[config.mk]
export PLATFORM = sky130hd
export DESIGN_NAME = seven_bit_gpio_port
export DESIGN_NICKNAME = d
export VERILOG_FILES = /design/src/hdl/gpio_port_pkg.sv /design/src/hdl/gpio_pad_ctrl.sv /design/src/hdl/seven_bit_gpio_port.sv
export SDC_FILE = /design/constraint.sdc
export NUM_CORES = 1
export LEC_CHECK = 0
export ABC_AREA = 1
export BUFFER_PORTS_ARGS = -buffer_cell sky130_fd_sc_hd__buf_2
export CAP_MARGIN = 20
export CELL_PAD_IN_SITES_DETAIL_PLACEMENT = 1
export CELL_PAD_IN_SITES_GLOBAL_PLACEMENT = 1
export CORE_MARGIN = 10
export CORE_UTILIZATION = 42
export DETAILED_ROUTE_END_ITERATION = 12
export PLACE_DENSITY = 0.92
export SYNTH_ARGS = -nofsm -noshare
export SYNTH_HDL_FRONTEND = slang
export SYNTH_SLANG_ARGS = --single-unit
[constraint.sdc]
create_clock -name hclk -period 2.53 [get_ports hclk]
set_clock_uncertainty 0.05 [all_clocks]
set_input_delay 0.506 -clock hclk [delete_from_list [all_inputs] [get_ports hclk]]
set_output_delay 0.506 -clock hclk [all_outputs]
set_load 0.005 [all_outputs]
[src/hdl/gpio_port_pkg.sv]
package gpio_port_pkg;

	// bus geometry
	localparam int ADDR_W = 32;
	localparam int DATA_W = 32;
	localparam int BYTE_W = 8;
	localparam int IDX_W = 16;
	// byte address = register index * 4
	localparam int IDX_LSB = 2;

	// register indices
	localparam logic [IDX_W-1:0] IDX_PIN_LEVEL = 16'hf248;
	localparam logic [IDX_W-1:0] IDX_PIN_DIRECTION = 16'hf249;
	localparam logic [IDX_W-1:0] IDX_DRIVE_MODE_LOW = 16'hf24a;
	localparam logic [IDX_W-1:0] IDX_DRIVE_MODE_HIGH = 16'hf24b;
	localparam logic [IDX_W-1:0] IDX_PIN_BIT_OP = 16'hf24c;

	// reset values
	localparam logic [BYTE_W-1:0] PIN_LEVEL_RST = 8'h00;
	localparam logic [BYTE_W-1:0] PIN_DIRECTION_RST = 8'h00;
	localparam logic [BYTE_W-1:0] DRIVE_MODE_LOW_RST = 8'h00;
	localparam logic [BYTE_W-1:0] DRIVE_MODE_HIGH_RST = 8'h00;

	// bit-operation register fields
	localparam int BITOP_IDX_LSB = 0;
	localparam int BITOP_IDX_W = 3;
	localparam int BITOP_VAL_BIT = 3;

	// upper byte of a 16-bit drive-mode word
	localparam int HALF_HI_LSB = 8;

	// direction and drive codes
	localparam logic DIR_OUTPUT = 1'b0;
	localparam logic DIR_INPUT = 1'b1;
	localparam logic [1:0] DRV_HIZ = 2'h0;
	localparam logic [1:0] DRV_PCH_OD = 2'h1;
	localparam logic [1:0] DRV_NCH_OD = 2'h2;
	localparam logic [1:0] DRV_CMOS = 2'h3;

	// ahb-lite encodings
	localparam logic [2:0] HSIZE_BYTE = 3'h0;
	localparam logic HRESP_OKAY = 1'b0;
	localparam int HTRANS_ACTIVE_BIT = 1;

	typedef enum logic [2:0] {
		PH_IDLE = 3'h1,
		PH_WRITE = 3'h2,
		PH_READ = 3'h4
	} phase_t;

endpackage

[src/hdl/gpio_pad_ctrl.sv]
`timescale 1ns/1ps
module gpio_pad_ctrl #(
	parameter int PIN_COUNT = 7
) (
	// clock and reset
	input wire logic hclk,
	input wire logic hresetn,
	// configuration
	input wire logic [PIN_COUNT-1:0] level,
	input wire logic [PIN_COUNT-1:0] direction,
	input wire logic [PIN_COUNT-1:0] drive_sel_low,
	input wire logic [PIN_COUNT-1:0] drive_sel_high,
	// pad controls
	output logic [PIN_COUNT-1:0] pin_out,
	output logic [PIN_COUNT-1:0] pin_oe,
	output logic [PIN_COUNT-1:0] pin_pull_up,
	output logic [PIN_COUNT-1:0] pin_pull_down
);

	logic [PIN_COUNT-1:0] out_ff, oe_ff, pu_ff, pd_ff;
	logic [PIN_COUNT-1:0] nxt_out, nxt_oe, nxt_pu, nxt_pd;

	always_comb begin
		nxt_out = '0;
		nxt_oe = '0;
		nxt_pu = '0;
		nxt_pd = '0;
		for (int i = 0; i < PIN_COUNT; i++) begin
			if (direction[i] == gpio_port_pkg::DIR_OUTPUT) begin
				case ({drive_sel_high[i], drive_sel_low[i]})
					gpio_port_pkg::DRV_PCH_OD: begin
						// only the high side may drive
						nxt_out[i] = 1'b1;
						nxt_oe[i] = level[i];
					end
					gpio_port_pkg::DRV_NCH_OD: begin
						// only the low side may drive
						nxt_out[i] = 1'b0;
						nxt_oe[i] = ~level[i];
					end
					gpio_port_pkg::DRV_CMOS: begin
						nxt_out[i] = level[i];
						nxt_oe[i] = 1'b1;
					end
					default: begin
						// both drivers off
						nxt_oe[i] = 1'b0;
					end
				endcase
			end else begin
				// input pins never drive, whatever the stored level
				case ({drive_sel_high[i], drive_sel_low[i]})
					gpio_port_pkg::DRV_PCH_OD: nxt_pd[i] = 1'b1;
					gpio_port_pkg::DRV_NCH_OD: nxt_pu[i] = 1'b1;
					default: nxt_pu[i] = 1'b0;
				endcase
			end
		end
	end

	always_ff @(posedge hclk or negedge hresetn) begin
		if (!hresetn) begin
			out_ff <= '0;
			oe_ff <= '0;
			pu_ff <= '0;
			pd_ff <= '0;
		end else begin
			out_ff <= nxt_out;
			oe_ff <= nxt_oe;
			pu_ff <= nxt_pu;
			pd_ff <= nxt_pd;
		end
	end

	assign pin_out = out_ff;
	assign pin_oe = oe_ff;
	assign pin_pull_up = pu_ff;
	assign pin_pull_down = pd_ff;

endmodule

[src/hdl/seven_bit_gpio_port.sv]
// Local design decision: register access over AHB-Lite.
`timescale 1ns/1ps
module seven_bit_gpio_port #(
	parameter int PIN_COUNT = 7
) (
	// clock and reset
	input wire logic hclk,
	input wire logic hresetn,
	// ahb-lite slave
	input wire logic hsel,
	input wire logic [gpio_port_pkg::ADDR_W-1:0] haddr,
	input wire logic [1:0] htrans,
	input wire logic hwrite,
	input wire logic [2:0] hsize,
	input wire logic [gpio_port_pkg::DATA_W-1:0] hwdata,
	input wire logic hready,
	output logic hreadyout,
	output logic hresp,
	output logic [gpio_port_pkg::DATA_W-1:0] hrdata,
	// pins
	input wire logic [PIN_COUNT-1:0] pin_in,
	output logic [PIN_COUNT-1:0] pin_out,
	output logic [PIN_COUNT-1:0] pin_oe,
	output logic [PIN_COUNT-1:0] pin_pull_up,
	output logic [PIN_COUNT-1:0] pin_pull_down
);

	localparam int BW = gpio_port_pkg::BYTE_W;
	localparam int DW = gpio_port_pkg::DATA_W;
	localparam int AW = gpio_port_pkg::ADDR_W;
	localparam logic [BW:0] ONE_WIDE = 9'h001;
	// implemented pin bits only; 1 to 8 pins
	localparam logic [BW-1:0] PIN_MASK = BW'((ONE_WIDE << PIN_COUNT) - ONE_WIDE);

	// register state
	logic [BW-1:0] level_ff, nxt_level;
	logic [BW-1:0] dir_ff, nxt_dir;
	logic [BW-1:0] drv_lo_ff, nxt_drv_lo;
	logic [BW-1:0] drv_hi_ff, nxt_drv_hi;
	// bus state
	gpio_port_pkg::phase_t phase_ff, nxt_phase;
	logic [AW-1:0] addr_ff, nxt_addr;
	logic [2:0] size_ff, nxt_size;
	logic [DW-1:0] rdata_ff, nxt_rdata;
	logic ready_ff, nxt_ready;

	logic [BW-1:0] pin_byte;

	assign pin_byte = BW'(pin_in);

	function automatic logic addr_hit(input logic [AW-1:0] addr,
		input logic [gpio_port_pkg::IDX_W-1:0] idx);
		addr_hit = (addr == (AW'(idx) << gpio_port_pkg::IDX_LSB));
	endfunction

	// stored level for outputs, live pin for inputs
	function automatic logic [BW-1:0] readback(input logic [BW-1:0] lvl,
		input logic [BW-1:0] dir, input logic [BW-1:0] pins);
		readback = ((lvl & ~dir) | (pins & dir)) & PIN_MASK;
	endfunction

	localparam int SW = gpio_port_pkg::BITOP_IDX_W;
	localparam int LOW_LSB = 0;
	localparam logic READY_RST = 1'b1;
	// response state
	logic resp_ff, nxt_resp;
	// decoded write strobes
	logic take;
	logic take_read;
	logic wr_level;
	logic wr_dir;
	logic wr_drv_lo;
	logic wr_drv_hi;
	logic wr_bit_op;
	logic wr_wide;
	logic [BW-1:0] wr_byte;
	logic [BW-1:0] wr_upper;
	logic [SW-1:0] op_idx;
	logic op_val;
	logic [BW-1:0] rmw_base;
	// decoded read selects
	logic rd_level;
	logic rd_dir;
	logic rd_drv_lo;
	logic rd_drv_hi;
	logic rd_wide;

	// byte lane of the write data, cut to the implemented pins
	function automatic logic [BW-1:0] lane(input logic [DW-1:0] data, input int lsb);
		lane = data[lsb +: BW] & PIN_MASK;
	endfunction

	// pin index inside the implemented range
	function automatic logic pin_hit(input logic [SW-1:0] idx);
		pin_hit = (32'(idx) < PIN_COUNT);
	endfunction

	// one bit replaced, the rest taken from the read-back byte
	function automatic logic [BW-1:0] bit_update(input logic [BW-1:0] base,
		input logic [SW-1:0] idx, input logic val);
		logic [BW-1:0] upd;
		upd = base;
		upd[idx] = val;
		bit_update = upd & PIN_MASK;
	endfunction

	// drive-mode read: one byte, or both registers as one half-word
	function automatic logic [DW-1:0] drive_word(input logic [BW-1:0] hi,
		input logic [BW-1:0] lo, input logic wide);
		if (wide) begin
			drive_word = DW'({hi, lo});
		end else begin
			drive_word = DW'(lo);
		end
	endfunction

	assign take = hsel & hready & htrans[gpio_port_pkg::HTRANS_ACTIVE_BIT];
	assign take_read = take & ~hwrite;

	// address phase: remember where the data phase goes
	always_comb begin
		nxt_phase = gpio_port_pkg::PH_IDLE;
		nxt_addr = addr_ff;
		nxt_size = size_ff;
		if (take) begin
			nxt_addr = haddr;
			nxt_size = hsize;
			if (hwrite) begin
				nxt_phase = gpio_port_pkg::PH_WRITE;
			end else begin
				nxt_phase = gpio_port_pkg::PH_READ;
			end
		end
	end

	always_ff @(posedge hclk or negedge hresetn) begin
		if (!hresetn) begin
			phase_ff <= gpio_port_pkg::PH_IDLE;
			addr_ff <= '0;
			size_ff <= '0;
		end else begin
			phase_ff <= nxt_phase;
			addr_ff <= nxt_addr;
			size_ff <= nxt_size;
		end
	end

	// data phase of a write: which register takes hwdata
	always_comb begin
		wr_level = 1'b0;
		wr_dir = 1'b0;
		wr_drv_lo = 1'b0;
		wr_drv_hi = 1'b0;
		wr_bit_op = 1'b0;
		wr_wide = 1'b0;
		wr_byte = lane(hwdata, LOW_LSB);
		wr_upper = lane(hwdata, gpio_port_pkg::HALF_HI_LSB);
		op_idx = hwdata[gpio_port_pkg::BITOP_IDX_LSB +: SW];
		op_val = hwdata[gpio_port_pkg::BITOP_VAL_BIT];
		case (phase_ff)
			gpio_port_pkg::PH_WRITE: begin
				wr_level = addr_hit(addr_ff, gpio_port_pkg::IDX_PIN_LEVEL);
				wr_dir = addr_hit(addr_ff, gpio_port_pkg::IDX_PIN_DIRECTION);
				wr_drv_lo = addr_hit(addr_ff, gpio_port_pkg::IDX_DRIVE_MODE_LOW);
				wr_drv_hi = addr_hit(addr_ff, gpio_port_pkg::IDX_DRIVE_MODE_HIGH);
				wr_bit_op = addr_hit(addr_ff, gpio_port_pkg::IDX_PIN_BIT_OP);
				wr_wide = (size_ff != gpio_port_pkg::HSIZE_BYTE);
			end
			gpio_port_pkg::PH_READ: begin
				wr_wide = 1'b0;
			end
			gpio_port_pkg::PH_IDLE: begin
				wr_wide = 1'b0;
			end
			default: begin
				wr_wide = 1'b0;
			end
		endcase
	end

	// read-modify-write base: input bits take the sampled pin level
	assign rmw_base = readback(level_ff, dir_ff, pin_byte);

	always_comb begin
		nxt_level = level_ff;
		if (wr_level) begin
			// stored for input pins too; pads ignore it there
			nxt_level = wr_byte;
		end
		if (wr_bit_op && pin_hit(op_idx)) begin
			nxt_level = bit_update(rmw_base, op_idx, op_val);
		end
	end

	always_ff @(posedge hclk or negedge hresetn) begin
		if (!hresetn) begin
			level_ff <= gpio_port_pkg::PIN_LEVEL_RST;
		end else begin
			level_ff <= nxt_level;
		end
	end

	always_comb begin
		nxt_dir = dir_ff;
		if (wr_dir) begin
			nxt_dir = wr_byte;
		end
	end

	always_ff @(posedge hclk or negedge hresetn) begin
		if (!hresetn) begin
			dir_ff <= gpio_port_pkg::PIN_DIRECTION_RST;
		end else begin
			dir_ff <= nxt_dir;
		end
	end

	always_comb begin
		nxt_drv_lo = drv_lo_ff;
		nxt_drv_hi = drv_hi_ff;
		if (wr_drv_lo) begin
			nxt_drv_lo = wr_byte;
			if (wr_wide) begin
				nxt_drv_hi = wr_upper;
			end
		end
		if (wr_drv_hi) begin
			// byte register: upper lanes ignored
			nxt_drv_hi = wr_byte;
		end
	end

	always_ff @(posedge hclk or negedge hresetn) begin
		if (!hresetn) begin
			drv_lo_ff <= gpio_port_pkg::DRIVE_MODE_LOW_RST;
			drv_hi_ff <= gpio_port_pkg::DRIVE_MODE_HIGH_RST;
		end else begin
			drv_lo_ff <= nxt_drv_lo;
			drv_hi_ff <= nxt_drv_hi;
		end
	end

	// address phase of a read: which register answers
	always_comb begin
		rd_level = 1'b0;
		rd_dir = 1'b0;
		rd_drv_lo = 1'b0;
		rd_drv_hi = 1'b0;
		rd_wide = 1'b0;
		if (take_read) begin
			rd_level = addr_hit(haddr, gpio_port_pkg::IDX_PIN_LEVEL);
			rd_dir = addr_hit(haddr, gpio_port_pkg::IDX_PIN_DIRECTION);
			rd_drv_lo = addr_hit(haddr, gpio_port_pkg::IDX_DRIVE_MODE_LOW);
			rd_drv_hi = addr_hit(haddr, gpio_port_pkg::IDX_DRIVE_MODE_HIGH);
			rd_wide = (hsize != gpio_port_pkg::HSIZE_BYTE);
		end
	end

	// read data fetched in the address phase, after any write in flight
	always_comb begin
		nxt_rdata = rdata_ff;
		if (take_read) begin
			// unmapped or misaligned addresses read zero
			nxt_rdata = '0;
			if (rd_level) begin
				nxt_rdata = DW'(readback(nxt_level, nxt_dir, pin_byte));
			end
			if (rd_dir) begin
				nxt_rdata = DW'(nxt_dir & PIN_MASK);
			end
			if (rd_drv_lo) begin
				nxt_rdata = drive_word(nxt_drv_hi, nxt_drv_lo, rd_wide);
			end
			if (rd_drv_hi) begin
				nxt_rdata = DW'(nxt_drv_hi);
			end
		end
	end

	always_ff @(posedge hclk or negedge hresetn) begin
		if (!hresetn) begin
			rdata_ff <= '0;
		end else begin
			rdata_ff <= nxt_rdata;
		end
	end

	// zero wait states
	always_comb begin
		nxt_ready = READY_RST;
	end

	always_ff @(posedge hclk or negedge hresetn) begin
		if (!hresetn) begin
			ready_ff <= READY_RST;
		end else begin
			ready_ff <= nxt_ready;
		end
	end

	// never an error response
	always_comb begin
		nxt_resp = gpio_port_pkg::HRESP_OKAY;
	end

	always_ff @(posedge hclk or negedge hresetn) begin
		if (!hresetn) begin
			resp_ff <= gpio_port_pkg::HRESP_OKAY;
		end else begin
			resp_ff <= nxt_resp;
		end
	end

	assign hreadyout = ready_ff;
	assign hresp = resp_ff;
	assign hrdata = rdata_ff;

	gpio_pad_ctrl #(
		.PIN_COUNT(PIN_COUNT)
	) u_pad (
		.hclk(hclk),
		.hresetn(hresetn),
		.level(level_ff[PIN_COUNT-1:0]),
		.direction(dir_ff[PIN_COUNT-1:0]),
		.drive_sel_low(drv_lo_ff[PIN_COUNT-1:0]),
		.drive_sel_high(drv_hi_ff[PIN_COUNT-1:0]),
		.pin_out(pin_out),
		.pin_oe(pin_oe),
		.pin_pull_up(pin_pull_up),
		.pin_pull_down(pin_pull_down)
	);

endmodule

# == Yosys cells after proc, flatten, opt, wreduce, memory -nomap -nowiden ==
# Index checks and enable logic that the tools add are counted.
# classes
n_reduce_logical,4
n_eq_ne,31
n_lt_le_gt_ge,3
muxes,84
n_bitwise,19
# op_table
cell,count
$eq 32x18->1 const B,9
$mux 32,3
$mux 8,7
$mux 1,54
$and 7x7->7,4
$eq 2x2->1 const B,14
$pmux 1 s3,7
$mux 16,1
$eq 2x1->1 const B,7
$not 7->7,2
$or 7x7->7,2
$pmux 1 s2,7
$bwmux 8,1
$not 1->1,8
$mux 7,1
$mux 3,2
$reduce_bool 3->1,2
$lt 3x4->1 const B,1
$and 1x1->1,3
$demux 1 s3,1
$eq 3x2->1 const B,1
$ge 3x1->1 const B,1
$lt 3x3->1 const B,1
$logic_and 1x1->1,2
# word_totals
output_inout_bits,62
in_bits,81
ff_bits,130
elab_cells,153

# == Depth between registers and ports, before layout ==
# logic_depth
word_depth,12
depth_mapped,16
depth_no_buf,16

# == Cells and area by module ==
# Synthesis repeated with hierarchy kept, for this count alone.
# unflattened
hier_cells,743
hier_area_um2,5785.5
# by_module_without_submodules
module,seq_area_each_um2,instances,cells_per_inst,area_each_um2
seven_bit_gpio_port,2103.3,1,624,4725.8
gpio_pad_ctrl,700.7,1,119,1059.8

# == Worst setup path after synthesis ==
# OpenSTA, ideal clock, no wires.
# synth_path
kind,in2reg
start,input htrans[1]
end,register rdata_ff[0] (netlist: hrdata[0])
path_buffers,0
setup_ps,117
setup_slack_ps,725
arrival_ps,1639
required_time_ps,2363
cell_stages,9
cell_sequence,nand3_2 -> nor2_4 -> inv_2 -> nor4_1 -> nand3_2 -> inv_1 -> nand3_1 -> nand2_1 -> nand2_1
# synth_via
elab_chain_cells,7
elab_cells_between_ends,10
cone_classes,mux (8); bitwise (2)
# synth_rtl
item,line_no,text
start: declaration,seven_bit_gpio_port.sv:12,"input wire logic [1:0] htrans,"
$and 1x1->1 (*),seven_bit_gpio_port.sv:117,assign take = hsel & hready & htrans[gpio_port_pkg::HTRANS_ACTIVE_BIT];
$and 1x1->1 (*),seven_bit_gpio_port.sv:118,assign take_read = take & ~hwrite;
$mux 1,seven_bit_gpio_port.sv:250,if (take_read) begin
$mux 7,seven_bit_gpio_port.sv:265,if (rd_level) begin
$mux 32,seven_bit_gpio_port.sv:268,if (rd_dir) begin
$mux 32,seven_bit_gpio_port.sv:271,if (rd_drv_lo) begin
$mux 32,seven_bit_gpio_port.sv:274,if (rd_drv_hi) begin
end signal: assignment,seven_bit_gpio_port.sv:284,rdata_ff <= nxt_rdata;
end: declaration,seven_bit_gpio_port.sv:44,"logic [DW-1:0] rdata_ff, nxt_rdata;"
# Every way passes the cells marked *; elsewhere a longest branch is shown, timed or not.
# A chain may end at the register's enable or synchronous reset.

# == Final worst setup path ==
# layout_path
start,register addr_ff[21]
end,register rdata_ff[3] (netlist: hrdata[3])
# layout_via
elab_cells_between_ends,26
cone_classes,eq/ne (5); mux (16); bitwise (4); reduce/logical (1)
# layout_lines
item,line_no,text
start: declaration,seven_bit_gpio_port.sv:42,"logic [AW-1:0] addr_ff, nxt_addr;"
start signal: assignment,seven_bit_gpio_port.sv:143,addr_ff <= nxt_addr;
$eq 32x18->1,seven_bit_gpio_port.sv:53,addr_hit = (addr == (AW'(idx) << gpio_port_pkg::IDX_LSB));
$mux 1,seven_bit_gpio_port.sv:160,case (phase_ff)
$mux 8,seven_bit_gpio_port.sv:221,if (wr_drv_lo) begin
via nxt_drv_lo[3],seven_bit_gpio_port.sv:38,"logic [BW-1:0] drv_lo_ff, nxt_drv_lo;"
$mux 16,seven_bit_gpio_port.sv:110,if (wide) begin
$mux 32,seven_bit_gpio_port.sv:271,
$mux 32,seven_bit_gpio_port.sv:274,
# The timed path passes the listed nets, and every way through them passes these cells.

==> flow_metrics.tcl <==
set metrics [dict create \
    period_share_pct 86.14 \
    ctsHoldBuffers 0 \
    grt-ovfl-total 0 \
    internal_power_mw 2.703 \
    yosys_warnings 0 \
    ys_top_cells_by_area "dfrtp_1 (48%), nand2_1 (17%), inv_1 (6.6%)" \
    clock_path_buffers 2 \
    mostFrequentLayoutCells "nand2_1 (266), dfrtp_1 (111), buf_2 (104)" \
    r2r_slack_ps 350 \
    die_w_um 136.8 \
    finalMaxSlewViolations 0 \
    clk_pin_slew_ps 70 \
    dr.first_iter.drc_count 237 \
    grt_max_degree 49 \
    cts_root_buf "clkbuf_16" \
    reg2reg_from "addr_ff[21]" \
    io-pin-count 143 \
    ir_worst_vdd_mv 0.3044 \
    mostFrequentLayoutCell "nand2_1" \
    yosysTopAreaCellShare_pct 48.48 \
    min_period_ps 2179 \
    wl_per_cell_um 17.01 \
    seqPwrFrac_pct 52.9 \
    routed_wl_um 17490 \
    post-synth-top-area-cell "dfrtp_1" \
    leakage_nw 3.793 \
    setup_viol 0 \
    first_pass_iters 5 \
    timing.rr.end "hrdata[3]" \
    cts.sinks 112 \
    worst-r2r-cell-count 13 \
    ant_nets 0 \
    drc 0 \
    die_area_um2 18710 \
    synth_enable_flop_cells 0 \
    grt_setup_unrepaired "false" \
    crit_arrival_ps 2430 \
    synthArstFlopShare_pct 100.0 \
    fillers 1692 \
    worstPathCellList "nor2_1 -> nand2_1 -> nor2_1 -> nand2_2 -> nor3_4 -> nand2_2 -> o21ai_1 -> nand2_1 -> nand2_1 -> clkinv_1 -> nand2_1 -> nand2_1 -> nand2_1" \
    clk_latency_ps 360 \
    p_comb_share_pct 10.4 \
    yosys_most_used_dff "dfrtp_1" \
    htreeDepth 3 \
    area_growth_pct 17.36 \
    row_count 42 \
    crit_path_top_delay_cell "dfrtp_1" \
    synth.avg_cell_area_um2 7.795 \
    fin_util_pct 50.57 \
    port_buffers 105 \
    crit_type "register to register" \
    crit_required_ps 2790 \
    hold_path.class "input pin to async pin" \
    dp_hpwl_um 13300 \
    via_per_inst 5.034 \
    cts_setup_buffers 0 \
    vias 5175 \
    endpoint_kind "register" \
    fin_nets 929 \
    die_h_um 136.8 \
    syn-cell-area_um2 5729 \
    cpPeakStageDelay_ps 390 \
    n_antenna_cell 0 \
    final.setup.tns_ps 0 \
    drive_above_1_share_pct 20.07 \
    yosysSeqAreaShare_pct 48.94 \
    total_power_mw 3.677 \
    hold_viol 0 \
    cp_num_buf_inv 1 \
    cts_resized 0 \
    clkPwrFrac_pct 36.6 \
    ys_types 35 \
    core-area_um2 13300 \
    cap_violations 0 \
    startpoint_type "register" \
    powerDensity_nw_per_um2 546.8 \
    antenna_found_initial 0 \
    grt_use_total_pct 19.15 \
    grt_pass1_vias 5697 \
    grt_pass1_wl_um 28430 \
    numCtsBuffers 9 \
    p_sw_mw 0.9739 \
    initial_core_util_pct 43.09 \
    gp_congestion 0.8598 \
    cts_tree "yes" \
    crit_family "simple AND/OR/NAND/NOR gates" \
    synth_seq_cells 112 \
    path_common_cell "nand2_1" \
    outcome "completed" \
    switching_share_pct 26.49 \
    crit_fanout 14 \
    synth_cells 735 \
    timing.fmax_mhz 458.8 \
]
-- power groups by stage --
| stage | Clock (mW) | Sequential (mW) | Combinational (mW) |
|---|---|---|---|
| floorplan | 0 | 1.96 | 0.230 |
| global placement | 0 | 1.97 | 0.363 |
| detailed placement | 0 | 1.98 | 0.385 |
| CTS | 1.37 | 1.95 | 0.389 |
| global route | 1.43 | 1.96 | 0.441 |
| finish | 1.35 | 1.95 | 0.384 |
-- synthesized netlist by cell type (2+ instances only) --
cell type and count:
nand2_1 266, dfrtp_1 111, inv_1 100, nand3_1 57, o21ai_0 34, nor3_1 31, nor2_1 30, buf_4 18
clkbuf_1 10, nand4_1 8, a21oi_1 6, nor2_2 6, nor4_1 6, nand2_4 5, nand2_2 4, nand3_2 4
nor2_4 4, o211ai_1 4, o21ai_2 4, nor2_8 3, nor3_4 3, o211ai_2 3, o21ai_1 3, clkinv_1 2
conb_1 2, inv_2 2
-- sequential cells by signal, indices dropped and copies added (netlist names) --
signal / count
phase_ff: 3
drv_hi_ff: 8
u_pad.pin_oe: 7
u_pad.pin_pull_up: 7
addr_ff: 32
dir_ff: 7
level_ff: 7
hrdata: 16
drv_lo_ff: 8
u_pad.pin_pull_down: 7
size_ff: 3
u_pad.pin_out: 7
-- final cells by class --
cell class | instances | area [µm²] | area share (%)
multi-input combinational | 504 | 2391 | 35.56
clock inverter | 3 | 18.77 | 0.2791
tap | 176 | 220.2 | 3.275
timing repair buffer | 116 | 648.1 | 9.639
clock buffer | 12 | 246.5 | 3.666
sequential | 112 | 2804 | 41.70
inverter | 105 | 395.4 | 5.880
-- routing by layer --
layer	up-vias	share of wire [%]	GRT usage (%)
met3	18	6.7	3.886
li1	2495	-	-
met1	2517	40	22.40
met2	145	51	33.83
met5	-	0	0
met4	0	1.8	7.143
-- kinds of logic after synthesis --
| group | after synthesis | share of synthesized area, % |
|---|---|---|
| buf+inv | 135 | 10.37 |
| other cells | 2 | 0.1311 |
| compound gates | 55 | 5.656 |
| flops | 112 | 48.94 |
| simple gates | 431 | 34.90 |
-- worst reg2reg max path: stages, from the launching register on --
cell and delay, ps:
dfrtp_1 390, nor2_1 130, nand2_1 110, nor2_1 150
nand2_2 110, nor3_4 190, nand2_2 260, o21ai_1 270
nand2_1 100, nand2_1 90, clkinv_1 60, nand2_1 100
nand2_1 60, nand2_1 50
-- worst max-delay path by stage --
stage	start	to	cells after the start	slack [ps]
2_1_floorplan	htrans[1]	hrdata[0]	9	720
3_3_place_gp	haddr[29]	hrdata[6]	12	190
3_5_place_dp	haddr[29]	hrdata[6]	12	140
4_1_cts	addr_ff[21]	hrdata[6]	13	330
5_1_grt	addr_ff[10]	hrdata[6]	15	160
6_report	addr_ff[21]	hrdata[3]	13	350
-- through the flow --
stage	area (µm²)	hold slack, ps	std cells	setup slack, ps
6_report	6724	36.54	1028	350.6
5_1_grt	6724	68.29	1028	163.5
4_1_cts	6724	48.77	1028	331.1
3_5_place_dp	6459	380.8	1013	144.6
3_3_place_gp	6459	371.5	1013	191.2
2_1_floorplan	5789	160.4	751	724.5
Note: power is estimated with default switching activity, not from simulation.
